===== src/hw/fbmc_pkg.sv =====
// Shared constants, types and the query check table for the flash bank mode controller.
package fbmc_pkg;

  localparam int ADDR_W = 23;
  localparam int DATA_W = 32;

  // Register byte offsets on the APB side.
  localparam logic [7:0] REG_CMD = 8'h00;
  localparam logic [7:0] REG_ADDR = 8'h04;
  localparam logic [7:0] REG_WDATA = 8'h08;
  localparam logic [7:0] REG_RDATA = 8'h0c;
  localparam logic [7:0] REG_STATUS = 8'h10;
  localparam logic [7:0] REG_CONFIG = 8'h14;

  // Field positions inside the command, status, config and address registers.
  localparam int CMD_OP_LSB = 0;
  localparam int ST_BUSY_BIT = 0;
  localparam int ST_REFUSED_BIT = 1;
  localparam int ST_MISMATCH_BIT = 2;
  localparam int ST_MODE_LSB = 8;
  localparam int CFG_WORD_BIT = 0;
  localparam int CFG_BUSY_LSB = 4;
  localparam int BANK_MSB = ADDR_W - 1;
  localparam int BANK_LSB = ADDR_W - 2;

  // Flash command cycle values.
  localparam logic [7:0] CMD_UNLOCK1 = 8'haa;
  localparam logic [7:0] CMD_UNLOCK2 = 8'h55;
  localparam logic [7:0] CMD_RESET = 8'hf0;
  localparam logic [7:0] CMD_AUTOSEL = 8'h90;
  localparam logic [7:0] CMD_QUERY = 8'h98;
  localparam logic [7:0] CMD_SUSPEND = 8'hb0;
  localparam logic [7:0] CMD_RESUME = 8'h30;
  localparam logic [ADDR_W-1:0] ADDR_UNLOCK1 = 23'h000555;
  localparam logic [ADDR_W-1:0] ADDR_UNLOCK2 = 23'h0002aa;
  localparam logic [ADDR_W-1:0] ADDR_QUERY = 23'h000055;
  localparam logic [ADDR_W-1:0] ADDR_ZERO = 23'h000000;

  // Bus timing, in ns and in 50 ns clock cycles (least times rounded up).
  localparam int CLK_NS = 50;
  localparam int T_WP_NS = 35;
  localparam int T_ACC_NS = 70;
  localparam int WP_CYC = (T_WP_NS + CLK_NS - 1) / CLK_NS;
  localparam int ACC_CYC = (T_ACC_NS + CLK_NS - 1) / CLK_NS;
  localparam int SYNC_CYC = 3;
  localparam int CNT_W = 4;

  typedef enum logic [1:0] {MODE_READ, MODE_SUSP, MODE_AUTO, MODE_AUTO_SUSP} fbmc_mode_t;
  typedef enum logic [2:0] {OP_WRITE, OP_READ, OP_RESET, OP_AUTOSEL, OP_QUERY, OP_SUSPEND,
                            OP_RESUME} fbmc_op_t;

  // Pins that the controller drives toward the flash.
  typedef struct packed {
    logic ce_n;
    logic we_n;
    logic oe_n;
    logic word_n;
    logic [ADDR_W-1:0] addr;
    logic [DATA_W-1:0] dq;
    logic dq_oe;
  } fbmc_pins_t;

  // One bus cycle of a command sequence.
  typedef struct packed {
    logic rd;
    logic last;
    logic [ADDR_W-1:0] addr;
    logic [DATA_W-1:0] data;
  } fbmc_cycle_t;

  // Expected query contents: check flag, compare mask and value per double-word offset.
  typedef struct packed {
    logic check;
    logic [7:0] mask;
    logic [7:0] value;
  } fbmc_expect_t;

  function automatic fbmc_expect_t fbmc_query_expect(input logic [7:0] off);
    fbmc_expect_t e;
    e = '{check: 1'b1, mask: 8'hff, value: 8'h00};
    unique case (off)
      8'h40: e.value = 8'h50;
      8'h41: e.value = 8'h52;
      8'h42: e.value = 8'h49;
      8'h45: begin
        e.mask = 8'h03;
        e.value = 8'h00;
      end
      8'h46: e.value = 8'h02;
      8'h4a: e.value = 8'he7;
      8'h4b: e.value = 8'h00;
      8'h4c: e.value = 8'h02;
      8'h4f: e.value = 8'h01;
      8'h50: e.value = 8'h00;
      8'h57: e.value = 8'h04;
      8'h58: e.value = 8'h27;
      8'h59: e.value = 8'h60;
      8'h5a: e.value = 8'h60;
      8'h5b: e.value = 8'h27;
      default: e.check = 1'b0;
    endcase
    return e;
  endfunction : fbmc_query_expect

endpackage : fbmc_pkg


===== src/hw/fbmc_sync.sv =====
// Three-stage synchroniser for the flash data pins with a stability flag.
`timescale 1ns/1ps
`default_nettype none
module fbmc_sync #(
  parameter int W = 32
) (
  input wire logic i_clk,
  input wire logic i_reset_n,
  input wire logic [W-1:0] i_d,
  output logic [W-1:0] o_q,
  output logic o_stable
);

  logic [W-1:0] s1;
  logic [W-1:0] s2;
  logic [W-1:0] s3;
  logic [W-1:0] next_s1;
  logic [W-1:0] next_s2;
  logic [W-1:0] next_s3;

  // The first stage feeds only the second; stability compares the later two.
  always_comb begin
    next_s1 = i_d;
    next_s2 = s1;
    next_s3 = s2;
  end

  // Stage registers.
  always_ff @(posedge i_clk) begin
    if (!i_reset_n) begin
      s1 <= '0;
      s2 <= '0;
      s3 <= '0;
    end else begin
      s1 <= next_s1;
      s2 <= next_s2;
      s3 <= next_s3;
    end
  end

  assign o_q = s3;
  assign o_stable = (s2 == s3);

endmodule : fbmc_sync
`default_nettype wire


===== src/hw/fbmc_host.sv =====
// Host-side controller that drives a multi-bank parallel flash from APB commands.
//
// Design decisions made here: the APB register port and the register addresses.
`timescale 1ns/1ps
`default_nettype none
module fbmc_host
  import fbmc_pkg::*;
#(
  parameter int BANKS = 4
) (
  input wire logic i_clk,
  input wire logic i_reset_n,
  input wire logic i_psel,
  input wire logic i_penable,
  input wire logic i_pwrite,
  input wire logic [7:0] i_paddr,
  input wire logic [31:0] i_pwdata,
  output logic o_pready,
  output logic [31:0] o_prdata,
  output logic o_pslverr,
  input wire logic [fbmc_pkg::DATA_W-1:0] i_dq,
  output fbmc_pkg::fbmc_pins_t o_pins
);
  import fbmc_pkg::*;

  typedef enum logic [2:0] {ST_IDLE, ST_SETUP, ST_STROBE, ST_SAMPLE, ST_HOLD} fbmc_state_t;

  fbmc_state_t state, next_state;
  fbmc_op_t op, next_op;
  fbmc_mode_t mode [BANKS];
  fbmc_mode_t next_mode [BANKS];
  fbmc_pins_t pins, next_pins;
  logic [1:0] step, next_step;
  logic [CNT_W-1:0] cnt, next_cnt;
  logic [ADDR_W-1:0] addr_reg, next_addr_reg;
  logic [DATA_W-1:0] wdata, next_wdata;
  logic [DATA_W-1:0] rdata, next_rdata;
  logic word_mode, next_word_mode;
  logic [BANKS-1:0] bank_busy, next_bank_busy;
  logic refused, next_refused;
  logic mismatch, next_mismatch;
  logic pready, next_pready;
  logic [31:0] prdata, next_prdata;
  logic pslverr, next_pslverr;
  logic [DATA_W-1:0] dq_sync;
  logic dq_stable;
  fbmc_cycle_t cyc;
  fbmc_expect_t expect_q;
  logic apb_access;
  logic cmd_start;
  logic [BANK_MSB-BANK_LSB:0] sel_bank;

  fbmc_sync #(.W(DATA_W)) u_dq_sync (
    .i_clk(i_clk),
    .i_reset_n(i_reset_n),
    .i_d(i_dq),
    .o_q(dq_sync),
    .o_stable(dq_stable)
  );

  // Builds each bus cycle of the selected sequence; sequences are issued whole.
  function automatic fbmc_cycle_t seq_cycle(input fbmc_op_t o, input logic [1:0] s,
                                            input logic [ADDR_W-1:0] a, input logic [DATA_W-1:0] d,
                                            input logic wm);
    fbmc_cycle_t c;
    logic [ADDR_W-1:0] bank_base;
    logic [ADDR_W-1:0] qaddr;
    bank_base = {a[BANK_MSB:BANK_LSB], {BANK_LSB{1'b0}}};
    qaddr = wm ? {{(ADDR_W-9){1'b0}}, a[7:0], 1'b0} : {{(ADDR_W-8){1'b0}}, a[7:0]};
    c = '{rd: 1'b0, last: 1'b1, addr: a, data: d};
    unique case (o)
      OP_WRITE: c.rd = 1'b0;
      OP_READ: c.rd = 1'b1;
      OP_RESET: c = '{rd: 1'b0, last: 1'b1, addr: ADDR_ZERO, data: {24'h000000, CMD_RESET}};
      OP_AUTOSEL: begin
        // Two unlock writes then the command at the bank address.
        c.last = (s == 2'h2);
        c.addr = (s == 2'h0) ? ADDR_UNLOCK1 : (s == 2'h1) ? ADDR_UNLOCK2 : (bank_base | ADDR_UNLOCK1);
        c.data = {24'h000000, (s == 2'h0) ? CMD_UNLOCK1 : (s == 2'h1) ? CMD_UNLOCK2 : CMD_AUTOSEL};
      end
      OP_QUERY: begin
        // Enter query, read one location, then reset back to array reads.
        c.last = (s == 2'h2);
        c.rd = (s == 2'h1);
        c.addr = (s == 2'h0) ? ADDR_QUERY : (s == 2'h1) ? qaddr : ADDR_ZERO;
        c.data = {24'h000000, (s == 2'h0) ? CMD_QUERY : CMD_RESET};
      end
      OP_SUSPEND: c = '{rd: 1'b0, last: 1'b1, addr: bank_base, data: {24'h000000, CMD_SUSPEND}};
      OP_RESUME: c = '{rd: 1'b0, last: 1'b1, addr: bank_base, data: {24'h000000, CMD_RESUME}};
      default: c.last = 1'b1;
    endcase
    return c;
  endfunction : seq_cycle

  assign apb_access = i_psel && i_penable && !pready;
  assign cmd_start = apb_access && i_pwrite && (i_paddr == REG_CMD) && (state == ST_IDLE);
  assign sel_bank = addr_reg[BANK_MSB:BANK_LSB];
  assign cyc = seq_cycle(op, step, addr_reg, wdata, word_mode);
  assign expect_q = fbmc_query_expect(addr_reg[7:0]);

  // Sequencer: drives one bus cycle at a time and updates the per-bank mode mirror.
  always_comb begin
    next_state = state;
    next_op = op;
    next_step = step;
    next_cnt = cnt;
    next_pins = pins;
    next_rdata = rdata;
    next_refused = refused;
    next_mismatch = mismatch;
    next_mode = mode;
    next_pins.word_n = !word_mode;
    unique case (state)
      ST_IDLE: begin
        next_pins.ce_n = 1'b1;
        next_pins.we_n = 1'b1;
        next_pins.oe_n = 1'b1;
        next_pins.dq_oe = 1'b0;
        if (cmd_start) begin
          next_op = fbmc_op_t'(i_pwdata[CMD_OP_LSB +: 3]);
          next_step = 2'h0;
          next_refused = 1'b0;
          next_state = ST_SETUP;
          if (fbmc_op_t'(i_pwdata[CMD_OP_LSB +: 3]) == OP_AUTOSEL &&
              ((mode[sel_bank] != MODE_READ && mode[sel_bank] != MODE_SUSP) || (|bank_busy))) begin
            next_refused = 1'b1;
            next_state = ST_IDLE;
          end
          if (fbmc_op_t'(i_pwdata[CMD_OP_LSB +: 3]) == OP_QUERY && (|bank_busy)) begin
            next_refused = 1'b1;
            next_state = ST_IDLE;
          end
        end
      end
      ST_SETUP: begin
        // Address and chip select first, so the later falling edge sees a stable address.
        next_pins.addr = cyc.addr;
        next_pins.ce_n = 1'b0;
        next_pins.oe_n = !cyc.rd;
        next_pins.dq = cyc.data;
        next_pins.dq_oe = !cyc.rd;
        next_cnt = cyc.rd ? CNT_W'(ACC_CYC + SYNC_CYC) : CNT_W'(WP_CYC);
        next_state = ST_STROBE;
      end
      ST_STROBE: begin
        next_pins.we_n = cyc.rd;
        if (cnt > CNT_W'(1)) begin
          next_cnt = cnt - CNT_W'(1);
        end else begin
          next_state = cyc.rd ? ST_SAMPLE : ST_HOLD;
        end
      end
      ST_SAMPLE: begin
        if (dq_stable) begin
          next_rdata = word_mode && op == OP_QUERY ? {24'h000000, dq_sync[7:0]} : dq_sync;
          if (op == OP_QUERY && expect_q.check) begin
            next_mismatch = ((dq_sync[7:0] & expect_q.mask) != expect_q.value);
          end
          next_state = ST_HOLD;
        end
      end
      ST_HOLD: begin
        // Strobes rise while address and data stay driven, so the first rising edge latches valid data.
        next_pins.we_n = 1'b1;
        next_pins.ce_n = 1'b1;
        next_pins.oe_n = 1'b1;
        if (cyc.last) begin
          next_state = ST_IDLE;
          unique case (op)
            OP_RESET, OP_QUERY: begin // Both end with a reset command written to the flash.
              for (int b = 0; b < BANKS; b++) begin
                if (mode[b] == MODE_AUTO) next_mode[b] = MODE_READ;
                if (mode[b] == MODE_AUTO_SUSP) next_mode[b] = MODE_SUSP;
              end
            end
            OP_AUTOSEL: next_mode[sel_bank] = (mode[sel_bank] == MODE_SUSP) ? MODE_AUTO_SUSP : MODE_AUTO;
            OP_SUSPEND: next_mode[sel_bank] = MODE_SUSP;
            OP_RESUME: next_mode[sel_bank] = MODE_READ;
            default: next_mode = mode;
          endcase
        end else begin
          next_step = step + 2'h1;
          next_state = ST_SETUP;
        end
      end
      default: next_state = ST_IDLE;
    endcase
  end

  // Sequencer registers; every bank mirrors array-read after reset.
  always_ff @(posedge i_clk) begin
    if (!i_reset_n) begin
      state <= ST_IDLE;
      op <= OP_WRITE;
      step <= 2'h0;
      cnt <= '0;
      pins <= '{ce_n: 1'b1, we_n: 1'b1, oe_n: 1'b1, word_n: 1'b1, addr: '0, dq: '0, dq_oe: 1'b0};
      rdata <= '0;
      refused <= 1'b0;
      mismatch <= 1'b0;
      for (int b = 0; b < BANKS; b++) mode[b] <= MODE_READ;
    end else begin
      state <= next_state;
      op <= next_op;
      step <= next_step;
      cnt <= next_cnt;
      pins <= next_pins;
      rdata <= next_rdata;
      refused <= next_refused;
      mismatch <= next_mismatch;
      mode <= next_mode;
    end
  end

  // APB slave: one wait state, registered answer, error on unmapped or busy command writes.
  always_comb begin
    next_pready = apb_access;
    next_prdata = 32'h00000000;
    next_pslverr = 1'b0;
    next_addr_reg = addr_reg;
    next_wdata = wdata;
    next_word_mode = word_mode;
    next_bank_busy = bank_busy;
    if (apb_access) begin
      unique case (i_paddr)
        REG_CMD: next_pslverr = i_pwrite && (state != ST_IDLE);
        REG_ADDR: begin
          if (i_pwrite && state == ST_IDLE) next_addr_reg = i_pwdata[ADDR_W-1:0];
          next_prdata = {{(32-ADDR_W){1'b0}}, addr_reg};
        end
        REG_WDATA: begin
          if (i_pwrite && state == ST_IDLE) next_wdata = i_pwdata;
          next_prdata = wdata;
        end
        REG_RDATA: next_prdata = rdata;
        REG_STATUS: begin
          next_prdata[ST_BUSY_BIT] = (state != ST_IDLE);
          next_prdata[ST_REFUSED_BIT] = refused;
          next_prdata[ST_MISMATCH_BIT] = mismatch;
          for (int b = 0; b < BANKS; b++) next_prdata[ST_MODE_LSB + 2*b +: 2] = mode[b];
        end
        REG_CONFIG: begin
          if (i_pwrite) begin
            next_word_mode = i_pwdata[CFG_WORD_BIT];
            next_bank_busy = i_pwdata[CFG_BUSY_LSB +: BANKS];
          end
          next_prdata[CFG_WORD_BIT] = word_mode;
          next_prdata[CFG_BUSY_LSB +: BANKS] = bank_busy;
        end
        default: next_pslverr = 1'b1;
      endcase
    end
  end

  // APB and configuration registers.
  always_ff @(posedge i_clk) begin
    if (!i_reset_n) begin
      pready <= 1'b0;
      prdata <= 32'h00000000;
      pslverr <= 1'b0;
      addr_reg <= '0;
      wdata <= '0;
      word_mode <= 1'b0;
      bank_busy <= '0;
    end else begin
      pready <= next_pready;
      prdata <= next_prdata;
      pslverr <= next_pslverr;
      addr_reg <= next_addr_reg;
      wdata <= next_wdata;
      word_mode <= next_word_mode;
      bank_busy <= next_bank_busy;
    end
  end

  assign o_pready = pready;
  assign o_prdata = prdata;
  assign o_pslverr = pslverr;
  assign o_pins = pins;

endmodule : fbmc_host
`default_nettype wire


===== config.mk =====
export PLATFORM = sky130hd
export DESIGN_NAME = fbmc_host
export DESIGN_NICKNAME = d
export VERILOG_FILES = /design/src/hw/fbmc_pkg.sv /design/src/hw/fbmc_sync.sv /design/src/hw/fbmc_host.sv
export SDC_FILE = /design/constraint.sdc
export NUM_CORES = 1
export LEC_CHECK = 0
export BUFFER_PORTS_ARGS = -buffer_cell sky130_fd_sc_hd__clkbuf_2
export CELL_PAD_IN_SITES_DETAIL_PLACEMENT = 0
export CELL_PAD_IN_SITES_GLOBAL_PLACEMENT = 2
export CORE_UTILIZATION = 35
export DETAILED_ROUTE_END_ITERATION = 8
export HOLD_SLACK_MARGIN = 0.03
export PLACE_DENSITY_LB_ADDON = 0.1
export SETUP_SLACK_MARGIN = 0.3
export SYNTH_ARGS = -nofsm -noshare
export SYNTH_HDL_FRONTEND = slang
export SYNTH_SLANG_ARGS = --single-unit

===== constraint.sdc =====
create_clock -name i_clk -period 2.8 [get_ports i_clk]
set_input_delay 0.56 -clock i_clk [delete_from_list [all_inputs] [get_ports i_clk]]
set_output_delay 0.56 -clock i_clk [all_outputs]
set_load 0.01 [all_outputs]

==> impl.org, run 1 <==
** Setup path
- STA classifies the critical path startpoint as a flop.
- Type of the setup path with the least slack :: flop to flop
- Data arrival time of the worst path :: 2770 ps
- Required @ worst endpoint :: 3160 ps
- For this run, the slowest stage of the critical path takes 490 ps.
- The worst register-to-register path begins at addr_reg[5]$_SDFFE_PN0P_.
- Along the worst path, the maximum fanout reaches 2.
- Walking the worst path, the cells encountered are or3b_1 -> o41ai_2 -> o2111ai_1 -> or3_1 -> a2111oi_2 -> a311oi_1.
- The number of buffers and inverters on the critical path is 0.
- In this run the critical register-to-register path is captured at mismatch$_SDFFE_PN0P_.
- Worst path top cell family by delay :: compound AO/OA/AOI/OAI gates
- Logic depth of the worst register-to-register path :: 6
- Flop-to-flop setup slack :: 380 ps
- Kind of end point of the critical path :: flop
- Crit path max-delay cell type :: or3b_1

** Timing
- Setup repair after global routing left no endpoint under its margin.
- Clock skew :: 14.6 ps
- Final cycle utilization of the critical path :: 86.4%
- Max_slew headroom :: 42.5%
- Derived from the worst setup path, the maximum achievable clock frequency is 414 MHz.
- Tightest Pin Transition :: 862 ps
- Tmin final :: 2420 ps
- On the final layout, the worst hold slack is 250 ps.
- Final Hold Viols :: 0
- Post-Route Setup TNS :: 0 ps
- Final count of negative-setup-slack endpoints :: 0
- Final setup slack of the worst path :: 382 ps
- Max Slew Vio Count :: 0

** Global route
- Entering global routing, the biggest net connects 109 pins.
- Summed over all layers, the global routing overflow is 0.
- Global routing consumed, over all layers together, 20.6% of the routing resources.
- The initial antenna violation count came to 1.
- Global-route wire length before repair :: 54.0 mm
- The number of global-route vias before repair is 8,947.

** Die
- Total number of placement rows :: 67
- Once the floorplan was initialized, standard cells occupied 35.4% of the core.
- In this run the count of I/O pins placed on the die edge is 171.
- The die is 186 um wide.
- Height of the die :: 186 um
- Die ar. :: 0.0346 mm2
- Std-Cell Core Area :: 0.0334 mm2

** Job
- Across the run, the number of max-cap violations was 0.

** Clock tree
- The tree built by TritonCTS fans out to 304 sinks.
- The tree is rooted in a clkbuf_16.
- Maximum clock path buffer count :: 3
- For the worst-skew pair, the clock arrives at the later sink with an insertion delay of 520 ps.
- Number of buffers inserted to repair setup after CTS :: 0
- Clock edge transition at the registers on the reported setup and hold paths :: 60 ps
- The number of clock buffers added by TritonCTS is 35.
- CTS tree :: built
- Hold Buf Count CTS :: 0
- The H-tree was split into 2 levels.

** Final layout
- Post-route standard cell area excluding fillers :: 0.0144 mm2
- Total Nets Final :: 1,528
- Post-synthesis to final-layout area growth :: 21.2%
- Number of fill cells :: 3,371
- Number of cells in the finished layout apart from fillers :: 1,920
- In the final layout, the share of cells above drive strength 1 is 20.2%.
- Number of flip-flops in the largest register :: 60

** Synthesis
- Syn. warnings :: 0
- Counting distinct cell types in the post-synthesis netlist gives 70.
- Flop and latch count out of synthesis :: 304
- The number of nets handed over by synthesis was 1,369.
- Area of the mapped netlist :: 0.0119 mm2
- In this run, synthesis inferred 0 flip-flops with an integrated enable.
- After synthesis, the mean cell area works out to 9.22 um2.
- Post-synth ARST share :: 0%
- Sequential share of the synthesized area :: 51.3%
- The most used flip-flop cell after synthesis is dfxtp_1.
- Synthesis handed over a netlist of 1,286 instances.

** Min path
- Hold Startpoint :: i_dq[10]
- The tightest min-delay check is of the input pin to flop type.
- Cell count of the worst hold path :: 2
- Worst Hold End :: u_dq_sync.next_s2[10]$_SDFF_PN0_

** Power and ir drop
- Leakage power figure :: 0.00565 uW
- VDD sags by at most 0.387 mV.
- Pwr Density :: 630 mW/mm2

** Placement
- After legalization and detailed placement, the total HPWL measured 25.6 mm.
- Post-placement setup slack :: 236 ps
- GPL Wtd Cong :: 0.867
- The count of buffers added on input and output ports is 170.
- Cell count after placement :: 1,856
- Summing all placed instances gives a cell area of 0.0133 mm2.

** Run status
- The flow ran to the end, and the final reports show no timing, DRC or antenna violations.

** Route
- Initial DRC Count :: 608
- Count of vias placed by the detailed router :: 9,463
- Once detail routing completed, the nets flagged for antenna violations numbered 0.
- The first detailed-routing pass ran for 5 iterations.
- Summed over all layers, the routed wires come to 35.5 mm.
- After detailed routing, the number of vias per cell comes to 4.93.
- In the routed design, unresolved DRC markers number 0.
- Routed wire per std cell :: 18.5 um
==> cell families (layout without fill, tap and decap cells) <==
kind of cell    after synthesis  in the layout  synth area share, %
other cells                   0              1                    0
compound gates              293            293                 16.4
fa+ha+maj                     6              6                0.633
simple gates                495            495                 21.5
mux                          38             38                 3.54
flops                       304            304                 51.3
buf+inv                     111            296                 3.75
xor+xnor                     39             39                 2.88
==> worst max path at each step <==
stage	from	endpoint	slack, ps	depth (start not counted)
6_report	addr_reg[5]$_SDFFE_PN0P_	mismatch$_SDFFE_PN0P_	380	6
4_1_cts	addr_reg[5]$_SDFFE_PN0P_	mismatch$_SDFFE_PN0P_	440	6
2_1_floorplan	i_paddr[0]	bank_busy[0]$_SDFFE_PN0P_	460	8
5_1_grt	addr_reg[4]$_SDFFE_PN0P_	mismatch$_SDFFE_PN0P_	330	5
3_3_place_gp	i_paddr[0]	o_prdata[15]$_SDFF_PN0_	300	7
3_5_place_dp	i_paddr[0]	o_prdata[13]$_SDFF_PN0_	240	7
==> worst register-to-register path, stage by stage, from the launching register on <==
cell and delay, ps:
dfxtp_1 320, or3b_1 490, o41ai_2 350, o2111ai_1 150
or3_1 350, a2111oi_2 450, a311oi_1 150
==> report_power, final <==
part | switching, uW | internal (uW) | leakage, uW
clock | 1810 | 2580 | 0.000541
sequential | 29.0 | 4380 | 0.00247
combinational | 151 | 105 | 0.00264
total | 1990 | 7070 | 0.00565
==> Yosys cell counts, drive strengths merged, types with 24 or more instances <==
master / number / share of area [%]
and2: 105 / 5.5
dfxtp: 304 / 51
nand2b: 32 / 1.7
nand2: 146 / 4.6
nor2b: 24 / 1.3
mux2i: 25 / 2.1
clkbuf: 75 / 2.4
xor2: 34 / 2.5
nor2: 93 / 2.9
a21oi: 116 / 4.9
a22oi: 48 / 3.0
a22o: 37 / 2.7
o21ai: 26 / 1.1
==> through the flow <==
| stage | power [uW] | utilization, % |
|---|---|---|
| final | 9060 | 42.9 |
| after CTS | 9180 | 42.9 |
| after floorplan | 4640 | - |
| after detailed placement | 4770 | 39.6 |
| after global placement | 4770 | 39.6 |
| after global routing | 9390 | 42.9 |
==> timing repair <==
| item | 4_1_cts | 5_1_grt |
|---|---|---|
| hold endpoints to repair | 0 | 0 |
| resized for setup | 0 | 1 |
| endpoints found under the setup margin | 0 | 1 |
==> cell usage in the layout, fill, tap and decap left out, types with 7 or more instances in the layout <==
cell / n
nand3b_1: 21
nand3_1: 8
a22oi_1: 48
nand2_1: 146
clkbuf_2: 170
buf_4: 45
nor2b_1: 24
and2_1: 104
or3_1: 8
clkinv_2: 9
mux2i_1: 25
a22o_1: 37
nor4_1: 10
mux2_2: 11
nor2_1: 91
nand2b_1: 32
a21oi_1: 116
a211oi_1: 12
inv_1: 16
clkbuf_1: 10
dfxtp_1: 303
xor2_1: 34
and3_1: 7
a221oi_1: 10
a31oi_1: 8
clkbuf_16: 36
nor3_1: 12
o21ai_0: 24
==> area by class of cell <==
| class | count | area [um2] | area share [%] |
|---|---|---|---|
| multi-input combinational | 871 | 5340 | 37.2 |
| antenna | 1 | 2.50 | 0.0174 |
| clock inverter | 13 | 110 | 0.766 |
| tap | 448 | 561 | 3.90 |
| timing repair buffer | 216 | 1210 | 8.41 |
| inverter | 17 | 65.1 | 0.453 |
| sequential | 304 | 6090 | 42.4 |
| clock buffer | 50 | 993 | 6.92 |
==> routing by layer <==
| metal | global-route usage (%) | share of wire (%) | vias up |
|---|---|---|---|
| met5 | 0 | 0.045 | - |
| met4 | 6.10 | 2.5 | 2 |
| met3 | 3.31 | 4.4 | 56 |
| met2 | 31.6 | 43 | 213 |
| met1 | 29.4 | 50 | 4425 |
| li1 | - | - | 4767 |
No activity file was read; power rests on OpenSTA's default activity.
==> run 2, diff against run 1 <==
--- a/config.mk
+++ b/config.mk
@@ -8,6 +8,7 @@
 export BUFFER_PORTS_ARGS = -buffer_cell sky130_fd_sc_hd__clkbuf_2
 export CELL_PAD_IN_SITES_DETAIL_PLACEMENT = 0
 export CELL_PAD_IN_SITES_GLOBAL_PLACEMENT = 2
+export CORE_MARGIN = 10
 export CORE_UTILIZATION = 35
 export DETAILED_ROUTE_END_ITERATION = 8
 export HOLD_SLACK_MARGIN = 0.03
==> run 2 against run 1 <==
Worst setup slack better by 43 ps. Critical path type unchanged. Largest cell class unchanged. Via count hardly changed. Routed wire length is 5.2% higher. Final cell count is 0.10% lower. First-iteration DRC count is 11% higher. Critical endpoint unchanged. Combinational power is 2% higher. Critical path depth is 1 lower. Power is 1.9% higher. Largest power group is now the clock network.
==> impl.org, run 2 (same netlist as run 1, synthesis figures left out) <==
** Run status
- Status :: finished clean (unchanged)

** Power and ir drop
- The switching power share of the total came to 21.3% (was 22.0%).
- Power dissipated by switching net loads :: 1960 uW (was 1990 uW)
- Pwr Density :: 639 mW/mm2 (was 630 mW/mm2)
- The sequential share of power came to 47.8% (was 48.7%).
- Leakage power figure :: 0.00567 uW (was 0.00565 uW)
- The maximum vdd drop was 0.390 mV (was 0.387 mV).
- The post-layout total power is 9230 uW (was 9060 uW).
- The design internal power is 7270 uW (was 7070 uW).
- The part of the power in the clock network is 49.4% (was 48.5%).
- The relative contribution of combinational cells to total power came to 2.8% (about the same).

** Clock tree
- The maximum clock insertion buffer count is 3 (unchanged).
- Hold Buf Count CTS :: 0 (unchanged)
- Number of buffers inserted to repair setup after CTS :: 0 (unchanged)
- CTS tree :: built (unchanged)
- H-tree depth reported by CTS :: 2 (unchanged)
- Insertion delay to the later sink of the worst-skew pair :: 520 ps (about the same)
- Clock buffers created by TritonCTS :: 35 (unchanged)
- The post-cts gate resize count was 0 (unchanged).
- Clock edge transition at the registers on the reported setup and hold paths :: 60 ps (about the same)
- Root Buffer :: clkbuf_16 (unchanged)
- The number of sinks handled by clock tree synthesis was 304 (unchanged).

** Route
- The number of remaining DRC errors was 0 (unchanged).
- The via count was 9,460 (was 9,463).
- The final routed wire length divided by cell count came to 19.5 um (was 18.5 um).
- The residual antenna-violating net count after detailed routing was 0 (unchanged).
- DRT Wirelength :: 37.3 mm (was 35.5 mm)
- The DRC marker count from the first detailed-route iteration was 675 (was 608).
- The detailed-router iteration count before antenna repair was 5 (unchanged).
- The detailed-route vias per instance was 4.93 (about the same).

** Global route
- All-layer global routing usage :: 17.4% (was 20.6%)
- Global-route wire length before repair :: 56.9 mm (was 54.0 mm)
- The initial antenna violation count was 2 (was 1).
- The number of global-route vias before repair is 9,217 (was 8,947).
- The total grt overflow is 0 (unchanged).
- Maximum number of pins on one net before global-route repair :: 109 (unchanged)

** Timing
- Tmin final :: 2380 ps (was 2420 ps)
- The final sum of negative setup slack is 0 ps (unchanged).
- Final cycle utilization of the critical path :: 84.8% (was 86.4%)
- Final Hold Viols :: 0 (unchanged)
- The worst-case setup margin in the final layout was 424 ps (was 382 ps).
- The transition time of the tightest slew-check pin is 970 ps (was 862 ps).
- The worst max-slew margin expressed relative to the limit was 35.3% (was 42.5%).
- Maximum clock rate :: 421 MHz (was 414 MHz)
- Clock skew :: 10.7 ps (was 14.6 ps)
- The max-slew violation count is 0 (unchanged).
- The final setup violation count came to 0 (unchanged).
- Setup repair after global routing missed its margin: false (unchanged).

** Placement
- Post-placement setup slack :: 173 ps (was 236 ps)
- IO buf count :: 170 (unchanged)
- The final weighted congestion in routability-driven placement came to 0.827 (was 0.867).
- The placed wire-length estimate was 27.4 mm (was 25.6 mm).
- The number of cells in the design after placement is 1,854 (was 1,856).

** Die
- Top-level I/O count :: 171 (unchanged)
- The effective utilization at floorplan is 35.4% (unchanged).
- The floorplan die area is 0.0416 mm2 (was 0.0346 mm2).
- Height of the die :: 204 um (was 186 um)
- The standard-cell row count is 67 (unchanged).
- The standard cell core area was 0.0334 mm2 (unchanged).
- The width of the die is 204 um (was 186 um).

** Min path
- The classification of the worst-slack hold path was input pin to flop (unchanged).
- Cell count of the worst hold path :: 2 (unchanged)

** Setup path
- The critical path startpoint category is a flop (unchanged).
- Type of the setup path with the least slack :: flop to flop (unchanged)
- The data arrival time of the critical path was 2730 ps (was 2770 ps).
- Kind of end point of the critical path :: flop (unchanged)
- Required @ worst endpoint :: 3150 ps (was 3160 ps)
- The biggest fanout along the worst timing path was 15 (was 2).
- The number of cell instances on the worst register-to-register path is 5 (was 6).

** Final layout
- Number of cells in the finished layout apart from fillers :: 1,918 (was 1,920)
- Area of all sequential standard cells :: 0.00609 mm2 (unchanged)
- Total Nets Final :: 1,526 (was 1,528)
- The flip-flop count of the largest register after layout is 60 (unchanged).
- The relative area change from synthesis to final layout came to 21.8% (was 21.2%).
- Most frequent cells in the layout: dfxtp_1, clkbuf_2, nand2_1 (unchanged).
- Fraction of final layout cells with drive strength greater than 1 :: 19.9% (was 20.2%)
- Leading cell type in the layout, fill and taps excluded :: dfxtp_1 (unchanged)
- The area of combinational cells with multiple inputs came to 0.00534 mm2 (unchanged).
- Number of fill cells :: 3,366 (was 3,371)

** Job
- Number of max-cap violations :: 0 (unchanged)
## run 2: changes by cell type in the layout (fill, tap and decap cells not counted), sizes merged
cell	before	now
buf	46	44
bufinv	1	2
clkbuf	220	227
clkinvlp	2	0
clkinv	10	4
## run 2: per-layer routing
layer / track usage [%] / share of wire (%)
met1: 24.3 / 49
met4: 4.44 / 1.8
met2: 26.4 / 44
met5: 0 / 0.048
met3: 3.96 / 5.3
## run 2: path summary, 6_finish.rpt
check                                                startpoint                               to  slack [ps]
worst max register to register         addr_reg[4]$_SDFFE_PN0P_            mismatch$_SDFFE_PN0P_         420
worst min register to register  u_dq_sync.next_s2[4]$_SDFF_PN0_  u_dq_sync.next_s3[4]$_SDFF_PN0_         430
worst max-delay path                   addr_reg[4]$_SDFFE_PN0P_            mismatch$_SDFFE_PN0P_         420
worst min-delay path                                    i_dq[7]  u_dq_sync.next_s2[7]$_SDFF_PN0_         250
## run 2: power groups by stage
stage / combinational (uW) / sequential (uW) / clock (uW)
after global placement: 270 / 4510 / 0
after global routing: 292 / 4420 / 4870
final: 262 / 4410 / 4560
after CTS: 269 / 4410 / 4680
after floorplan: 141 / 4500 / 0
after detailed placement: 268 / 4510 / 0
## run 2: metrics by stage
step	hold WS, ps	area (um2)	utilization (%)
after floorplan	395	11900	-
after global placement	414	13300	39.7
after detailed placement	417	13300	39.7
after CTS	234	14400	43.2
after global routing	237	14400	43.2
final	251	14400	43.2
## run 2: cell type report
class | count | area share, %
clock buffer | 57 | 7.34
sequential | 304 | 42.2
tap | 448 | 3.88
timing repair buffer | 214 | 8.53
multi-input combinational | 871 | 37.0
inverter | 17 | 0.451
clock inverter | 6 | 0.659
antenna | 1 | 0.0173
## run 2: critical path, stage by stage, from the launching register on
cell	delay, ps
dfxtp_1	720
nand3_1	320
o211a_1	220
or3_1	400
a2111oi_2	420
a311oi_1	150
==> run 3, diff against run 2 <==
--- a/config.mk
+++ b/config.mk
@@ -9,7 +9,7 @@
 export CELL_PAD_IN_SITES_DETAIL_PLACEMENT = 0
 export CELL_PAD_IN_SITES_GLOBAL_PLACEMENT = 2
 export CORE_MARGIN = 10
-export CORE_UTILIZATION = 35
+export CORE_UTILIZATION = 32
 export DETAILED_ROUTE_END_ITERATION = 8
 export HOLD_SLACK_MARGIN = 0.03
 export PLACE_DENSITY_LB_ADDON = 0.1
==> constraint.sdc (replaced) <==
create_clock -name i_clk -period 2.11 [get_ports i_clk]
set_input_delay 0.422 -clock i_clk [delete_from_list [all_inputs] [get_ports i_clk]]
set_output_delay 0.422 -clock i_clk [all_outputs]
set_load 0.01 [all_outputs]
==> run 3 against run 2 <==
Register-to-register slack worse by 410 ps. Clock-buffer cell count down 4. Die area up 8.4%. Clock skew up 9.5 ps. First-iteration DRC count down 30%. Worst setup slack worse by 410 ps.
==> impl.org, run 3 (same netlist as run 1, synthesis figures left out) <==
** Final layout
- Most frequent cells in the layout: dfxtp_1, clkbuf_2, nand2_1 (unchanged).
- Total Nets Final :: 1,604 (was 1,526)
- Number of fill cells :: 3,691 (was 3,366)
- The final core utilization was 42.5% (was 43.2%).
- The area of combinational cells with multiple inputs came to 0.00557 mm2 (was 0.00534 mm2).
- Post-route standard cell area excluding fillers :: 0.0156 mm2 (was 0.0144 mm2)
- Fraction of final layout cells with drive strength greater than 1 :: 27.4% (was 19.9%)
- Post-synthesis to final-layout area growth :: 31.3% (was 21.8%)
- Area of all sequential standard cells :: 0.00612 mm2 (was 0.00609 mm2)
- The flip-flop count of the largest register after layout came to 60 (unchanged).
- The most common cell after layout, fill and taps aside is dfxtp_1 (unchanged).

** Power and ir drop
- Sequential share of power :: 47.8% (about the same)
- The post-layout total power was 12,200 uW (was 9230 uW).
- The switching power share of the total was 21.9% (was 21.3%).
- Max VDD drop :: 0.488 mV (was 0.390 mV)
- Leakage power figure :: 0.00621 uW (was 0.00567 uW)
- The switching power was 2680 uW (was 1960 uW).
- The part of the power in the clock network was 49.1% (was 49.4%).
- The relative contribution of combinational cells to total power came to 3.1% (was 2.8%).
- The design internal power was 9560 uW (was 7270 uW).
- Pwr Density :: 786 mW/mm2 (was 639 mW/mm2)

** Min path
- The hold path startpoint is i_dq[11] (was i_dq[7]).
- Worst hold-check path type :: input pin to flop (unchanged)

** Timing
- Clock skew :: 20.2 ps (was 10.7 ps)
- Setup repair after global routing missed its margin: true (was false).
- The transition time of the tightest slew-check pin came to 580 ps (was 970 ps).
- The maximum clock rate was 477 MHz (was 421 MHz).
- The period utilization came to 99.3% (was 84.8%).
- Final count of negative-setup-slack endpoints :: 0 (unchanged)
- The number of hold-slack violations in the final timing report was 0 (unchanged).
- WHS :: 80.6 ps (was 251 ps)
- The max-slew violation count was 0 (unchanged).
- Tmin final :: 2090 ps (was 2380 ps)
- Post-Route Setup TNS :: 0 ps (unchanged)
- The worst max-slew margin expressed relative to the limit is 61.1% (was 35.3%).

** Die
- The height of the die is 212 um (was 204 um).
- Total number of placement rows :: 70 (was 67)
- The standard cell core area was 0.0366 mm2 (was 0.0334 mm2).
- The number of primary I/O pins came to 171 (unchanged).
- The floorplan die area came to 0.0451 mm2 (was 0.0416 mm2).
- Effective utilization at floorplan :: 32.4% (was 35.4%)
- The width of the die is 212 um (was 204 um).

** Clock tree
- Clock buffers created by TritonCTS :: 35 (unchanged)
- H-tree depth reported by CTS :: 2 (unchanged)
- The number of sinks handled by clock tree synthesis was 304 (unchanged).
- The maximum clock insertion buffer count is 3 (unchanged).
- CTS tree :: built (unchanged)
- Root Buffer :: clkbuf_16 (unchanged)
- Insertion delay to the later sink of the worst-skew pair :: 550 ps (was 520 ps)
- The clock-pin slew on the worst setup and hold paths came to 60 ps (about the same).

** Route
- Number of search-and-repair iterations in the first detailed-routing pass :: 5 (unchanged)
- DRT Wirelength :: 39.5 mm (was 37.3 mm)
- Ratio of routed vias to standard cells :: 4.86 (was 4.93)
- Final routed DRC violation total :: 0 (unchanged)
- Initial DRC Count :: 473 (was 675)
- Routed wire per std cell :: 19.6 um (was 19.5 um)
- Count of vias placed by the detailed router :: 9,782 (was 9,460)
- Antenna viol nets, final :: 0 (unchanged)

** Setup path
- Start of the worst register-to-register path :: u_dq_sync.o_q[19]$_SDFF_PN0_ (was addr_reg[4]$_SDFFE_PN0P_)
- The data arrival time of the critical path is 2520 ps (was 2730 ps).
- The critical path startpoint was u_dq_sync.o_q[19]$_SDFF_PN0_ (was addr_reg[4]$_SDFFE_PN0P_).
- The required time of the worst setup path is 2530 ps (was 3150 ps).
- The critical path startpoint category is a flop (unchanged).
- Critical Path Fanout Max :: 4 (was 15)
- The startpoint-to-endpoint class of the critical path was flop to flop (unchanged).
- Kind of end point of the critical path :: flop (unchanged)

** Placement
- IO buf count :: 170 (unchanged)
- Post-placement cell area :: 0.0139 mm2 (was 0.0133 mm2)
- The placed wire-length estimate is 29.1 mm (was 27.4 mm).
- The final weighted congestion in routability-driven placement was 0.841 (was 0.827).

** Global route
- Total overflow reported by the global router :: 0 (unchanged)
- The total global routing track utilization was 17.2% (was 17.4%).
- Antenna violations before repair :: 2 (unchanged)
- The largest net degree at the start of global routing was 109 (unchanged).
- The number of global-route vias before repair came to 9,903 (was 9,217).
- The first-pass GRT wire length came to 60.1 mm (was 56.9 mm).

** Job
- Number of max-cap violations :: 0 (unchanged)

** Run status
- Status :: finished clean (unchanged)
-- run 3: stage by stage --
stage	std cells	setup WS (ps)
6_report	2012	15.1
4_1_cts	2008	20.1
5_1_grt	2011	-138
2_1_floorplan	1286	-20.1
3_5_place_dp	1934	-183
3_3_place_gp	1934	-165
-- run 3: metal layers --
metal	wire length (um)	part of all wire (%)	track usage, %
met5	13	0.033	0
met4	1090	2.8	5.93
met3	2120	5.4	3.30
met2	17800	45	26.9
met1	18500	47	23.1
-- run 3: what timing repair did --
action	4_1_cts	5_1_grt
hold buffers	0	0
gates resized for setup	47	29
setup endpoints to repair	129	114
gates cloned	6	1
pin swaps	18	20
buffers inserted	9	2
-- run 3: power by group through the flow --
| stage | clock network (uW) | registers [uW] | logic, uW |
|---|---|---|---|
| 2_1_floorplan | 0 | 5970 | 189 |
| 3_3_place_gp | 0 | 5980 | 383 |
| 3_5_place_dp | 0 | 5980 | 382 |
| 4_1_cts | 6210 | 5850 | 388 |
| 5_1_grt | 6390 | 5850 | 418 |
| 6_report | 6010 | 5850 | 380 |
-- run 3: worst paths after layout --
kind | cells past startpoint | end | slack [ps]
hold reg to reg | 1 | u_dq_sync.next_s3[2]$_SDFF_PN0_ | 430
setup / recovery | 10 | rdata[20]$_SDFFE_PN0P_ | 20
hold / removal | 2 | u_dq_sync.next_s2[11]$_SDFF_PN0_ | 80
setup reg to reg | 10 | rdata[20]$_SDFFE_PN0P_ | 20
-- run 3: cell type report --
class | instances | share of cell area [%]
Clock inverter | 6 | 0.732
Inverter | 17 | 0.434
Tap cell | 468 | 3.76
Sequential cell | 304 | 39.3
Timing Repair Buffer | 291 | 13.5
Clock buffer | 53 | 6.51
Antenna cell | 1 | 0.0161
Multi-Input combinational cell | 872 | 35.8
-- run 3: worst max-delay path, stage by stage (launching register included) --
cell	delay, ps
dfxtp_2	320
xor2_1	170
nor4_2	310
buf_4	170
nand4_1	160
nor3_4	190
buf_6	160
buf_12	120
buf_16	110
mux2i_2	210
nor2_1	70
